[src/verilog/elh_defines.vh]
// Constants for the event log hand-off block: register indexes,
// handshake word fields, entry layout, buffer sizes, exception codes.
// Assumes a Modbus slave front end that turns holding-register
// reads and writes into single word requests on the register port.
//
// Operation
// - Written count field gives how many offered entries master evaluated.
// - Zero count keeps current entries offered but still advances sequence.
// - Smaller count drops that many oldest, shifts rest, refills, advances.
// - Equal count drops all offered; advance only if more are pending.
// - Count above offered count acts exactly like the offered count.
// - Reserved bits of a written handshake word are ignored.
// - Scan request bit starts one scan logging each annunciation flagged.
// - Scan request during a running scan is discarded, no restart.
// - Last entry of a scan carries the scan-end flag in bit 39, outside its type byte.
// - Clear bit discards all held entries; pending count reads zero.
// - Clear keeps sequence; next transfer uses the next incremented value.
// - After clear, unacknowledged read entries need no acknowledge.
// - Clear and scan in one write: clear first, then start scan.
// - Up to three entries sit in block registers for one read.
// - Block data stays unchanged until an acknowledge write arrives.
// - Wrong sequence answers exception 03; sequence zero runs commands.
// - Sequence steps 1 to 255 then 1; zero only before first entry.
// - Unused block slot shows register type FF as invalid.
`ifndef ELH_DEFINES_VH
`define ELH_DEFINES_VH

// Register indexes (one holding register each)
`define ELH_ADDR_CTRL 8'h00
`define ELH_ADDR_COUNT 8'h01
`define ELH_ADDR_BLK0 8'h02
`define ELH_ADDR_LAST 8'h19
`define ELH_BLK_WORDS 8'h08

// Handshake word fields
`define ELH_SEQ_MSB 7
`define ELH_CNT_MSB 9
`define ELH_CNT_LSB 8
`define ELH_GS_BIT 14
`define ELH_CLR_BIT 15
`define ELH_SEQ_MAX 8'hff
`define ELH_SEQ_FIRST 8'h01
`define ELH_SEQ_RESET 8'h00

// Entry layout: word n of a block in bits [16n+15:16n]
`define ELH_ENTRY_W 128
`define ELH_TYPE_MSB 15
`define ELH_TYPE_LSB 8
`define ELH_TYPE_INVALID 8'hff
`define ELH_GS_FLAG_BIT 38
`define ELH_GENERAL_SCAN_FINAL_BIT 39

// Sizes
`define ELH_SLOTS 2'd3
`define ELH_FIFO_DEPTH 8
`define ELH_FIFO_AW 3
`define ELH_SCAN_NUM 16
`define ELH_SCAN_AW 4

// Answer codes
`define ELH_EXC_NONE 8'h00
`define ELH_EXC_ADDR 8'h02
`define ELH_EXC_VALUE 8'h03

`endif

[src/verilog/elh_event_log.v]
// Event log hand-off: three offered block slots, handshake register,
// pending count, clear and general scan commands.
// Assumes a Modbus slave front end drives the register port, holds
// REG_REQ until REG_ACK and maps a nonzero REG_EXC to an exception.
`timescale 1ns/1ns
`include "elh_defines.vh"

module elh_event_log (
  input wire SYS_CLK,
  input wire RESETN,
  input wire EVT_VALID,
  input wire [`ELH_ENTRY_W-1:0] EVT_DATA,
  output wire EVT_READY,
  output wire [`ELH_SCAN_AW-1:0] SCAN_INDEX,
  input wire [`ELH_ENTRY_W-1:0] SCAN_DATA,
  output wire SCAN_BUSY,
  input wire REG_REQ,
  input wire REG_WRITE,
  input wire [7:0] REG_ADDR,
  input wire [15:0] REG_WDATA,
  output wire REG_ACK,
  output wire [15:0] REG_RDATA,
  output wire [7:0] REG_EXC
);

  localparam ST_IDLE = 1'b0;
  localparam ST_FILL = 1'b1;

  ////////////////////////////////////////////////////////////////////
  // State
  reg state_r;
  reg [1:0] off_cnt_r;
  reg [7:0] seq_r;
  reg bump_r;
  reg loaded_r;
  reg ovf_r;
  reg ack_r;
  reg [15:0] rdata_r;
  reg [7:0] exc_r;
  reg [`ELH_ENTRY_W-1:0] blk_r [0:2];

  wire fifo_full;
  wire fifo_empty;
  wire [`ELH_ENTRY_W-1:0] fifo_head;
  wire [`ELH_FIFO_AW:0] fifo_count;
  wire scan_valid;
  wire [`ELH_ENTRY_W-1:0] scan_entry;
  wire scan_ready;
  wire fifo_push;
  wire [`ELH_ENTRY_W-1:0] fifo_in;
  wire fill_pop;
  wire req_take;

  reg [15:0] rdata_nxt;
  reg [7:0] exc_nxt;
  reg do_ack;
  reg do_clr;
  reg do_gs;
  reg [1:0] ack_k;
  reg [1:0] slot;
  reg [2:0] word;
  reg [7:0] rel;
  reg [`ELH_ENTRY_W-1:0] sel_blk;

  ////////////////////////////////////////////////////////////////////
  // Event intake: live events before scan entries, both back-pressured
  assign EVT_READY = ~fifo_full;
  assign scan_ready = ~fifo_full & ~EVT_VALID;
  assign fifo_push = (EVT_VALID | scan_valid) & ~fifo_full;
  assign fifo_in = EVT_VALID ? EVT_DATA : scan_entry;

  assign fill_pop = (state_r == ST_FILL) & (off_cnt_r != `ELH_SLOTS) &
                    ~fifo_empty;

  elh_event_fifo u_fifo (
    .clk(SYS_CLK),
    .rst_n(RESETN),
    .push(fifo_push),
    .push_data(fifo_in),
    .pop(fill_pop),
    .clr(do_clr),
    .full(fifo_full),
    .empty(fifo_empty),
    .head(fifo_head),
    .count(fifo_count)
  );

  elh_scan u_scan (
    .clk(SYS_CLK),
    .rst_n(RESETN),
    .start(do_gs),
    .busy(SCAN_BUSY),
    .index(SCAN_INDEX),
    .value(SCAN_DATA),
    .valid(scan_valid),
    .entry(scan_entry),
    .ready(scan_ready)
  );

  ////////////////////////////////////////////////////////////////////
  // Register port: requests taken only while the window is stable
  assign req_take = REG_REQ & ~ack_r & (state_r == ST_IDLE);
  assign REG_ACK = ack_r;
  assign REG_RDATA = rdata_r;
  assign REG_EXC = exc_r;

  always @* begin
    rdata_nxt = 16'h0000;
    exc_nxt = `ELH_EXC_NONE;
    do_ack = 1'b0;
    do_clr = 1'b0;
    do_gs = 1'b0;
    ack_k = 2'd0;
    rel = REG_ADDR - `ELH_ADDR_BLK0;
    slot = 2'd0;
    word = rel[2:0];
    sel_blk = blk_r[0];
    if (rel >= `ELH_BLK_WORDS + `ELH_BLK_WORDS) begin
      slot = 2'd2;
      sel_blk = blk_r[2];
    end else if (rel >= `ELH_BLK_WORDS) begin
      slot = 2'd1;
      sel_blk = blk_r[1];
    end
    if (!REG_WRITE) begin
      if (REG_ADDR == `ELH_ADDR_CTRL) begin
        rdata_nxt = {ovf_r, 5'b00000, off_cnt_r, seq_r};
      end else if (REG_ADDR == `ELH_ADDR_COUNT) begin
        rdata_nxt = {12'h000, fifo_count} + {14'h0000, off_cnt_r};
      end else if (REG_ADDR >= `ELH_ADDR_BLK0 &&
                   REG_ADDR <= `ELH_ADDR_LAST) begin
        if (slot < off_cnt_r) begin
          rdata_nxt = sel_blk[{word, 4'h0} +: 16];
        end else if (word == 3'd0) begin
          rdata_nxt = {`ELH_TYPE_INVALID, 8'h00};
        end
      end else begin
        exc_nxt = `ELH_EXC_ADDR;
      end
    end else if (REG_ADDR == `ELH_ADDR_CTRL) begin
      // Bits 13..10 never looked at
      if (REG_WDATA[`ELH_SEQ_MSB:0] == 8'h00) begin
        do_clr = REG_WDATA[`ELH_CLR_BIT];
        do_gs = REG_WDATA[`ELH_GS_BIT];
      end else if (REG_WDATA[`ELH_SEQ_MSB:0] != seq_r) begin
        exc_nxt = `ELH_EXC_VALUE;
      end else begin
        // Clear supersedes the acknowledge it came with
        do_clr = REG_WDATA[`ELH_CLR_BIT];
        do_ack = ~REG_WDATA[`ELH_CLR_BIT];
        do_gs = REG_WDATA[`ELH_GS_BIT];
        if (REG_WDATA[`ELH_CNT_MSB:`ELH_CNT_LSB] > off_cnt_r)
          ack_k = off_cnt_r;
        else
          ack_k = REG_WDATA[`ELH_CNT_MSB:`ELH_CNT_LSB];
      end
    end else begin
      exc_nxt = `ELH_EXC_ADDR;
    end
    if (!req_take) begin
      do_ack = 1'b0;
      do_clr = 1'b0;
      // Clear lands in this cycle, scan entries only from the next
      do_gs = 1'b0;
    end
  end

  always @(posedge SYS_CLK or negedge RESETN) begin
    if (!RESETN) begin
      ack_r <= 1'b0;
      rdata_r <= 16'h0000;
      exc_r <= `ELH_EXC_NONE;
    end else begin
      ack_r <= req_take;
      if (req_take) begin
        rdata_r <= rdata_nxt;
        exc_r <= exc_nxt;
      end
    end
  end

  ////////////////////////////////////////////////////////////////////
  // Overflow flag: a new overflow beats the clearing acknowledge
  always @(posedge SYS_CLK or negedge RESETN) begin
    if (!RESETN)
      ovf_r <= 1'b0;
    else if (EVT_VALID & fifo_full)
      ovf_r <= 1'b1;
    else if (do_ack)
      ovf_r <= 1'b0;
  end

  ////////////////////////////////////////////////////////////////////
  // Block slots: changed only by acknowledge or an empty window
  integer i;
  always @(posedge SYS_CLK) begin
    if (do_ack) begin
      for (i = 0; i < 3; i = i + 1) begin
        if (i + ack_k < 3)
          blk_r[i] <= blk_r[i + ack_k];
      end
    end else if (fill_pop) begin
      blk_r[off_cnt_r] <= fifo_head;
    end
  end

  always @(posedge SYS_CLK or negedge RESETN) begin
    if (!RESETN) begin
      state_r <= ST_IDLE;
      off_cnt_r <= 2'd0;
      seq_r <= `ELH_SEQ_RESET;
      bump_r <= 1'b0;
      loaded_r <= 1'b0;
    end else begin
      case (state_r)
        ST_IDLE: begin
          loaded_r <= 1'b0;
          if (do_clr) begin
            // Sequence kept; the next load steps it
            off_cnt_r <= 2'd0;
            bump_r <= 1'b0;
          end else if (do_ack) begin
            off_cnt_r <= off_cnt_r - ack_k;
            bump_r <= (ack_k != off_cnt_r) | (ack_k == 2'd0);
            state_r <= ST_FILL;
          end else if (off_cnt_r == 2'd0 && !fifo_empty) begin
            // Nothing offered, so nothing to hold back
            bump_r <= 1'b0;
            state_r <= ST_FILL;
          end
        end
        ST_FILL: begin
          if (fill_pop) begin
            off_cnt_r <= off_cnt_r + 1'b1;
            loaded_r <= 1'b1;
          end else begin
            state_r <= ST_IDLE;
            if (bump_r | loaded_r) begin
              if (seq_r == `ELH_SEQ_MAX)
                seq_r <= `ELH_SEQ_FIRST;
              else
                seq_r <= seq_r + 1'b1;
            end
          end
        end
        default: begin
          state_r <= ST_IDLE;
        end
      endcase
    end
  end

endmodule // elh_event_log

[src/verilog/elh_event_fifo.v]
// Pending event list behind the three offered block slots.
// Assumes the owner never pushes when full; a pop when empty is ignored.
`timescale 1ns/1ns
`include "elh_defines.vh"

module elh_event_fifo (
  input wire clk,
  input wire rst_n,
  input wire push,
  input wire [`ELH_ENTRY_W-1:0] push_data,
  input wire pop,
  input wire clr,
  output wire full,
  output wire empty,
  output wire [`ELH_ENTRY_W-1:0] head,
  output wire [`ELH_FIFO_AW:0] count
);

  reg [`ELH_ENTRY_W-1:0] mem_r [0:`ELH_FIFO_DEPTH-1];
  reg [`ELH_FIFO_AW-1:0] rd_r;
  reg [`ELH_FIFO_AW-1:0] wr_r;
  reg [`ELH_FIFO_AW:0] cnt_r;
  wire do_pop;

  assign full = (cnt_r == `ELH_FIFO_DEPTH);
  assign empty = (cnt_r == {(`ELH_FIFO_AW+1){1'b0}});
  assign head = mem_r[rd_r];
  assign count = cnt_r;
  assign do_pop = pop & ~empty & ~clr;

  always @(posedge clk) begin
    if (push)
      mem_r[wr_r] <= push_data;
  end

  ////////////////////////////////////////////////////////////////////
  // Clear drops held entries but keeps one arriving in the same cycle
  always @(posedge clk or negedge rst_n) begin
    if (!rst_n) begin
      rd_r <= {`ELH_FIFO_AW{1'b0}};
      wr_r <= {`ELH_FIFO_AW{1'b0}};
      cnt_r <= {(`ELH_FIFO_AW+1){1'b0}};
    end else if (clr) begin
      rd_r <= wr_r;
      wr_r <= push ? wr_r + 1'b1 : wr_r;
      cnt_r <= push ? 4'h1 : 4'h0;
    end else begin
      if (push)
        wr_r <= wr_r + 1'b1;
      if (do_pop)
        rd_r <= rd_r + 1'b1;
      if (push & ~do_pop)
        cnt_r <= cnt_r + 1'b1;
      else if (do_pop & ~push)
        cnt_r <= cnt_r - 1'b1;
    end
  end

endmodule // elh_event_fifo

[src/verilog/elh_scan.v]
// General scan sequencer: walks every logged annunciation once and
// offers each present value as a flagged entry.
// Assumes SCAN_DATA answers the index combinationally.
`timescale 1ns/1ns
`include "elh_defines.vh"

module elh_scan (
  input wire clk,
  input wire rst_n,
  input wire start,
  output wire busy,
  output reg [`ELH_SCAN_AW-1:0] index,
  input wire [`ELH_ENTRY_W-1:0] value,
  output wire valid,
  output reg [`ELH_ENTRY_W-1:0] entry,
  input wire ready
);

  // Scan count is a power of two, so the last index is all ones
  localparam [`ELH_SCAN_AW-1:0] LAST_IDX = {`ELH_SCAN_AW{1'b1}};
  reg busy_r;

  assign busy = busy_r;
  assign valid = busy_r;

  always @* begin
    entry = value;
    entry[`ELH_GS_FLAG_BIT] = 1'b1;
    entry[`ELH_GENERAL_SCAN_FINAL_BIT] = (index == LAST_IDX);
  end

  always @(posedge clk or negedge rst_n) begin
    if (!rst_n) begin
      busy_r <= 1'b0;
      index <= {`ELH_SCAN_AW{1'b0}};
    end else if (!busy_r) begin
      // A start while busy never reaches here, so no restart
      if (start) begin
        busy_r <= 1'b1;
        index <= {`ELH_SCAN_AW{1'b0}};
      end
    end else if (ready) begin
      if (index == LAST_IDX)
        busy_r <= 1'b0;
      else
        index <= index + 1'b1;
    end
  end

endmodule // elh_scan

[config.mk]
export PLATFORM = sky130hd
export DESIGN_NAME = elh_event_log
export DESIGN_NICKNAME = d
export VERILOG_FILES = /design/src/verilog/elh_event_log.v /design/src/verilog/elh_event_fifo.v /design/src/verilog/elh_scan.v
export VERILOG_INCLUDE_DIRS = /design/src /design/src/verilog
export SDC_FILE = /design/constraint.sdc
export NUM_CORES = 2
export LEC_CHECK = 0
export BUFFER_PORTS_ARGS = -buffer_cell sky130_fd_sc_hd__buf_2
export CORE_MARGIN = 2
export CORE_UTILIZATION = 55
export CTS_CLUSTER_SIZE = 24
export DETAILED_ROUTE_END_ITERATION = 8
export MAX_ROUTING_LAYER = met4
export PLACE_DENSITY = 0.72
export SLEW_MARGIN = 20
export SYNTH_ARGS = -nofsm -noshare
export SYNTH_HDL_FRONTEND = slang
export SYNTH_SLANG_ARGS = --single-unit
[constraint.sdc]
create_clock -name SYS_CLK -period 37.2 [get_ports SYS_CLK]
set_input_delay 3.72 -clock SYS_CLK [delete_from_list [all_inputs] [get_ports SYS_CLK]]
set_output_delay 3.72 -clock SYS_CLK [all_outputs]
set_load 0.02 [all_outputs]
After elaboration in Yosys (flattened, before gate mapping):

Memory sizes are Yosys's and may differ from the RTL's.
Index checks and enable logic that the tools add are counted.

* equality and inequality tests: 11
* $lt $le $gt $ge: 9
* reduce and logical (&&, ||, !) cells: 19
* divide/modulo/power cells: 0
* add/sub/neg operators: 12
* muxes and demuxes: 85
* bitwise logic cells: 24
* multipliers: 0
* shifts and indexed selects: 1

Operators by type and width (number)
* $mux 128: 4
* $reduce_or 128->1: 1
* $shiftx 128x8->16: 1
* $mux 16: 6
* $lt 32x2->1 const B: 2
* $mux 1: 45
* $mux 2: 15
* $mux 4: 7
* $mux 8: 3
* $logic_not 8->1: 2
* $and 1x1->1: 11
* $not 1->1: 10
* $add 4x1->4 const B: 2
* $add 8x1->8 const B: 1
* $eq 4x4->1 const B: 2
* $eq 8x1->1 const B: 1
* $eq 8x8->1 const B: 1
* $ge 8x2->1 const B: 1
* $ge 8x4->1 const B: 1
* $ge 8x5->1 const B: 1
* $le 8x5->1 const B: 1
* $ne 8x8->1: 1
* $sub 8x2->8 const B: 1
* $add 3x1->3 const B: 2
* 26 further kinds: 39

* bits in read-only memories: 0
* memory bits (writable): 1408
* logic and storage cells: 177
* bits in registers: 54
* input bits: 285
* memories: 2
* bits in latches: 0

Memory list
* u_fifo.mem_r: depth 8, width 128, read ports 1, clocked after Yosys merged registers in 0, write ports 1, RTL line elh_event_fifo.v:19 `` reg [`ELH_ENTRY_W-1:0] mem_r [0:`ELH_FIFO_DEPTH-1]; ``
* blk_r: depth 3, width 128, read ports 6, clocked after Yosys merged registers in 0, write ports 3, RTL line elh_event_log.v:40 `` reg [`ELH_ENTRY_W-1:0] blk_r [0:2]; ``

Depth between registers and ports, before layout:

* depth after elaboration: 12
* gate-level depth with buffers: 16
* depth with buffers taken out: 12

Modules after synthesis:

A second synthesis with hierarchy kept.

* cells, all modules: 4811
* area, all modules: 74596.5 um^2

By module, submodules not included
* elh_event_fifo: instances 1, sequential area each 30999.7 um^2, area an instance 39117.5 um^2, cells an instance 1553
* elh_event_log: instances 1, sequential area each 16200.5 um^2, area an instance 34214.1 um^2, cells an instance 3094
* elh_scan: instances 1, sequential area each 125.1 um^2, area an instance 1265.0 um^2, cells an instance 164

Least setup slack after synthesis:

Ideal clock, no wire load.

* kind: input-to-reg
* from: input REG_ADDR[1]
* to: memory blk_r[1][0] (netlist bit) (enable)
* arrival time: 18.481 ns
* setup slack: 17.758 ns
* data required time: 36.239 ns
* stages on the path: 11
* library setup time: 0.961 ns
* cells stage by stage: or4_1 nor3_2 nand2_1 nor2_1 and2_1 buf_2 inv_2 buf_2 buf_1 ha_1 o41ai_1

RTL lines
* start: declaration: RTL line elh_event_log.v:19 `input wire [7:0] REG_ADDR,`
* end: declaration: RTL line elh_event_log.v:40

==> summary.txt <==
Run status
  – Status: complete, no violations

Critical path
  – R2R cell count: 11
  – R2r setup slk: just over 30000 ps
  – Crit. End Element: flip-flop
  – WP data required: about 38000 ps
  – WS Path Type: in2reg
  – Worst EP arrival: slightly below 10000 ps
  – Startpoint Class: primary input
  – Crit-path max FO: 74

Timing
  – # setup viols final: 0
  – Min Clock Period, post-route: a little over 9000 ps
  – Final hold violation count: 0
  – F_max: approximately 110 MHz
  – Unrepaired setup endpoints after global routing: false
  – Relative slew slack: 0.214
  – Slew @ Worst Pin: ~1200 ps
  – Setup TNS: 0 ps
  – Worst hold slack: slightly below 500 ps
  – Final WS setup: 27970 ps
  – Final Max Slew Viols: 0
  – Setup Skew: between 20 and 25 ps
  – Tcrit/Tclk final: 0.248

Global route
  – GRT Util Overall: 0.266
  – First-pass GRT wire length: 264 mm
  – Vias in the first global route: 41.9k
  – GRT overflow: 0
  – Grt peak-use layer: met2
  – GRT met2 Usage: 0.406
  – Initial antenna violation count: 3
  – Met3 GRT Util: 0.0382
  – Pin count of the biggest net entering global routing: ~130
  – Grt met1 use: 0.379

Clock network
  – Post-CTS Hold Buffers: 0
  – # clock sinks: around 1.6k
  – Clk Latency, worst-skew pair: 810 ps
  – Clock root buffer: clkbuf_16
  – CTS tree: done
  – CTS resizes: 0
  – Cts bufs inserted: between 150 and 200
  – H-Tree Depth: 4
  – Clk buf depth: 3
  – CTS clk-pin slew, worst paths: 60 ps
  – Post-CTS Repair Setup Buffers: 0

Yosys
  – Post-Syn Area: approximately 74000 sq um
  – Async set-or-reset flop fraction in the synthesized netlist: 0.0303
  – Syn Area/Cell: ~16 sq um
  – Yosys top cell area share: 0.625
  – Synth cell types: around 70
  – Post-synth EDFFs: between 1.5k and 2k
  – Post-Syn Instances: between 4k and 5k
  – Largest area contributor in the netlist: edfxtp_1
  – #FFs+latches synth: between 1.5k and 2k
  – Yosys warns: 0
  – Sequential share of the synthesized area: 0.641
  – Synth area leaders: edfxtp_1, mux4_2, mux2_2, mux2i_1, nor2_1
  – Ys flop type: edfxtp_1

Route
  – Routed wire length per instance: roughly 25 microns
  – Final WL: 176 mm
  – Via Count: approximately 43k
  – Initial DRC Count: between 4k and 5k
  – Vias per cell: 6.17
  – Routed Antenna Nets: 0
  – DRC violation count after routing: 0
  – First-pass DRT Iterations: 7

Floorplanning
  – Core area: roughly 130000 sq um
  – Die height: between 300 and 400 microns
  – Initial Util: 0.554
  – Die Area: 137000 sq um
  – I/O pin cnt: 316
  – Die Width: 370 microns
  – FP Rows: ~130

Final layout
  – Commonest non-fill, non-tap cell in the layout: edfxtp_1
  – Area Growth Syn to Fin: 11.9%
  – Most frequent cells in the layout: edfxtp_1, mux2_2, nor2_1, mux4_2, nand2_1
  – Antenna cells: 0
  – Layout cells sized above 1: 0.284
  – Final nets: roughly 5.3k
  – Final core occ: 0.620

Run
  – Max-cap viol count: 0

Power
  – Leakage: ~30 nW
  – Power, Total: 0.00466 W
  – Peak VDD IR: ~0.000054 V
  – Pwr/cell area: 56.3 nW/um^2

Place
  – Dpl hpwl: 105 mm
  – Place WS: between 20000 and 30000 ps
  – Routability cong.: 0.860
  – Buffers added on ports: slightly above 300

Worst hold path
  – Cell depth of the worst hold path: 2
  – Worst min path class: reg2reg
==> Yosys cell counts (all sizes together) (5+ instances only) <==
cell and n:
edfxtp 1536, mux2 620, nor2 437, mux4 321, nand2 313, a21oi 282
mux2i 278, clkbuf 211, a21o 133, buf 129, a311oi 128, dfrtp 48
o21ai 35, ha 23, inv 21, nor3 17, xor2 13, a211oi 9
xnor2 9, a22oi 8, nand3 7, nand2b 6, o211ai 6, o31ai 6
a2111oi 5, nor4 5, or2 5
==> metrics by stage <==
stage,area (sq um),instances
3_5_place_dp,77400,6612
5_1_grt,82700,6909
4_1_cts,82700,6909
3_3_place_gp,77400,6612
2_1_floorplan,74300,4802
6_report,82700,6909
==> cell type report <==
type                            instances  area, sq um
Inverter                               21         91.3
Sequential cell                      1584        47300
Timing Repair Buffer                  382         2150
Clock inverter                        103         1030
Clock buffer                          194         4220
Fill cell                            9677        50600
Multi-Input combinational cell       2857        25600
Tap cell                             1768         2210
==> where the power goes <==
part / switching (W) / internal, W
logic: 0.000441 / 0.000205
clock network: 0.000687 / 0.000918
registers: 0.0000812 / 0.00233
==> critical path: stages <==
cell and delay [ps]:
buf_2 120, nor4_1 270, nand2_1 200, nand3_1 190, nor2_1 120, nand2_4 680, inv_6 560, ha_1 470
o41ai_2 1040, buf_4 550, buf_4 890, buf_4 710
==> cells by family after synthesis <==
kind of cell    Yosys count  share of synthesized area
mux                    1219                      0.230
other cells               1                  0.0000508
compound gates          642                     0.0573
simple gates            815                     0.0437
fa+ha+maj                25                    0.00444
xor+xnor                 22                    0.00271
flops                  1584                      0.641
buf+inv                 361                     0.0207
==> metal layers <==
metal	wire length (microns)	vias up
met4	3950	0
li1	-	18949
met3	12600	230
met5	0	-
met2	82900	1657
met1	76600	21787
==> state kept, by name, summed over array words and instances, names as in the netlist, 3 cells and up <==
| name | cells |
|---|---|
| REG_RDATA | 16 |
| blk_r | 512 |
| seq_r | 8 |
| u_fifo.count | 4 |
| u_fifo.mem_r | 1024 |
| u_fifo.rd_r | 3 |
| u_fifo.wr_r | 3 |
| u_scan.index | 4 |
==> final timing paths <==
| check | start | to |
|---|---|---|
| worst min register to register | loaded_r | loaded_r |
| worst max register to register | seq_r[3] | blk_r[1][49] |
| worst max-delay path | REG_WDATA[1] | blk_r[1][49] |
| worst min-delay path | loaded_r | loaded_r |
| max in group asynchronous | RESETN | u_fifo.rd_r[1] |
| min in group asynchronous | RESETN | u_scan.index[0] |
Power figures use the tool's default switching activity.
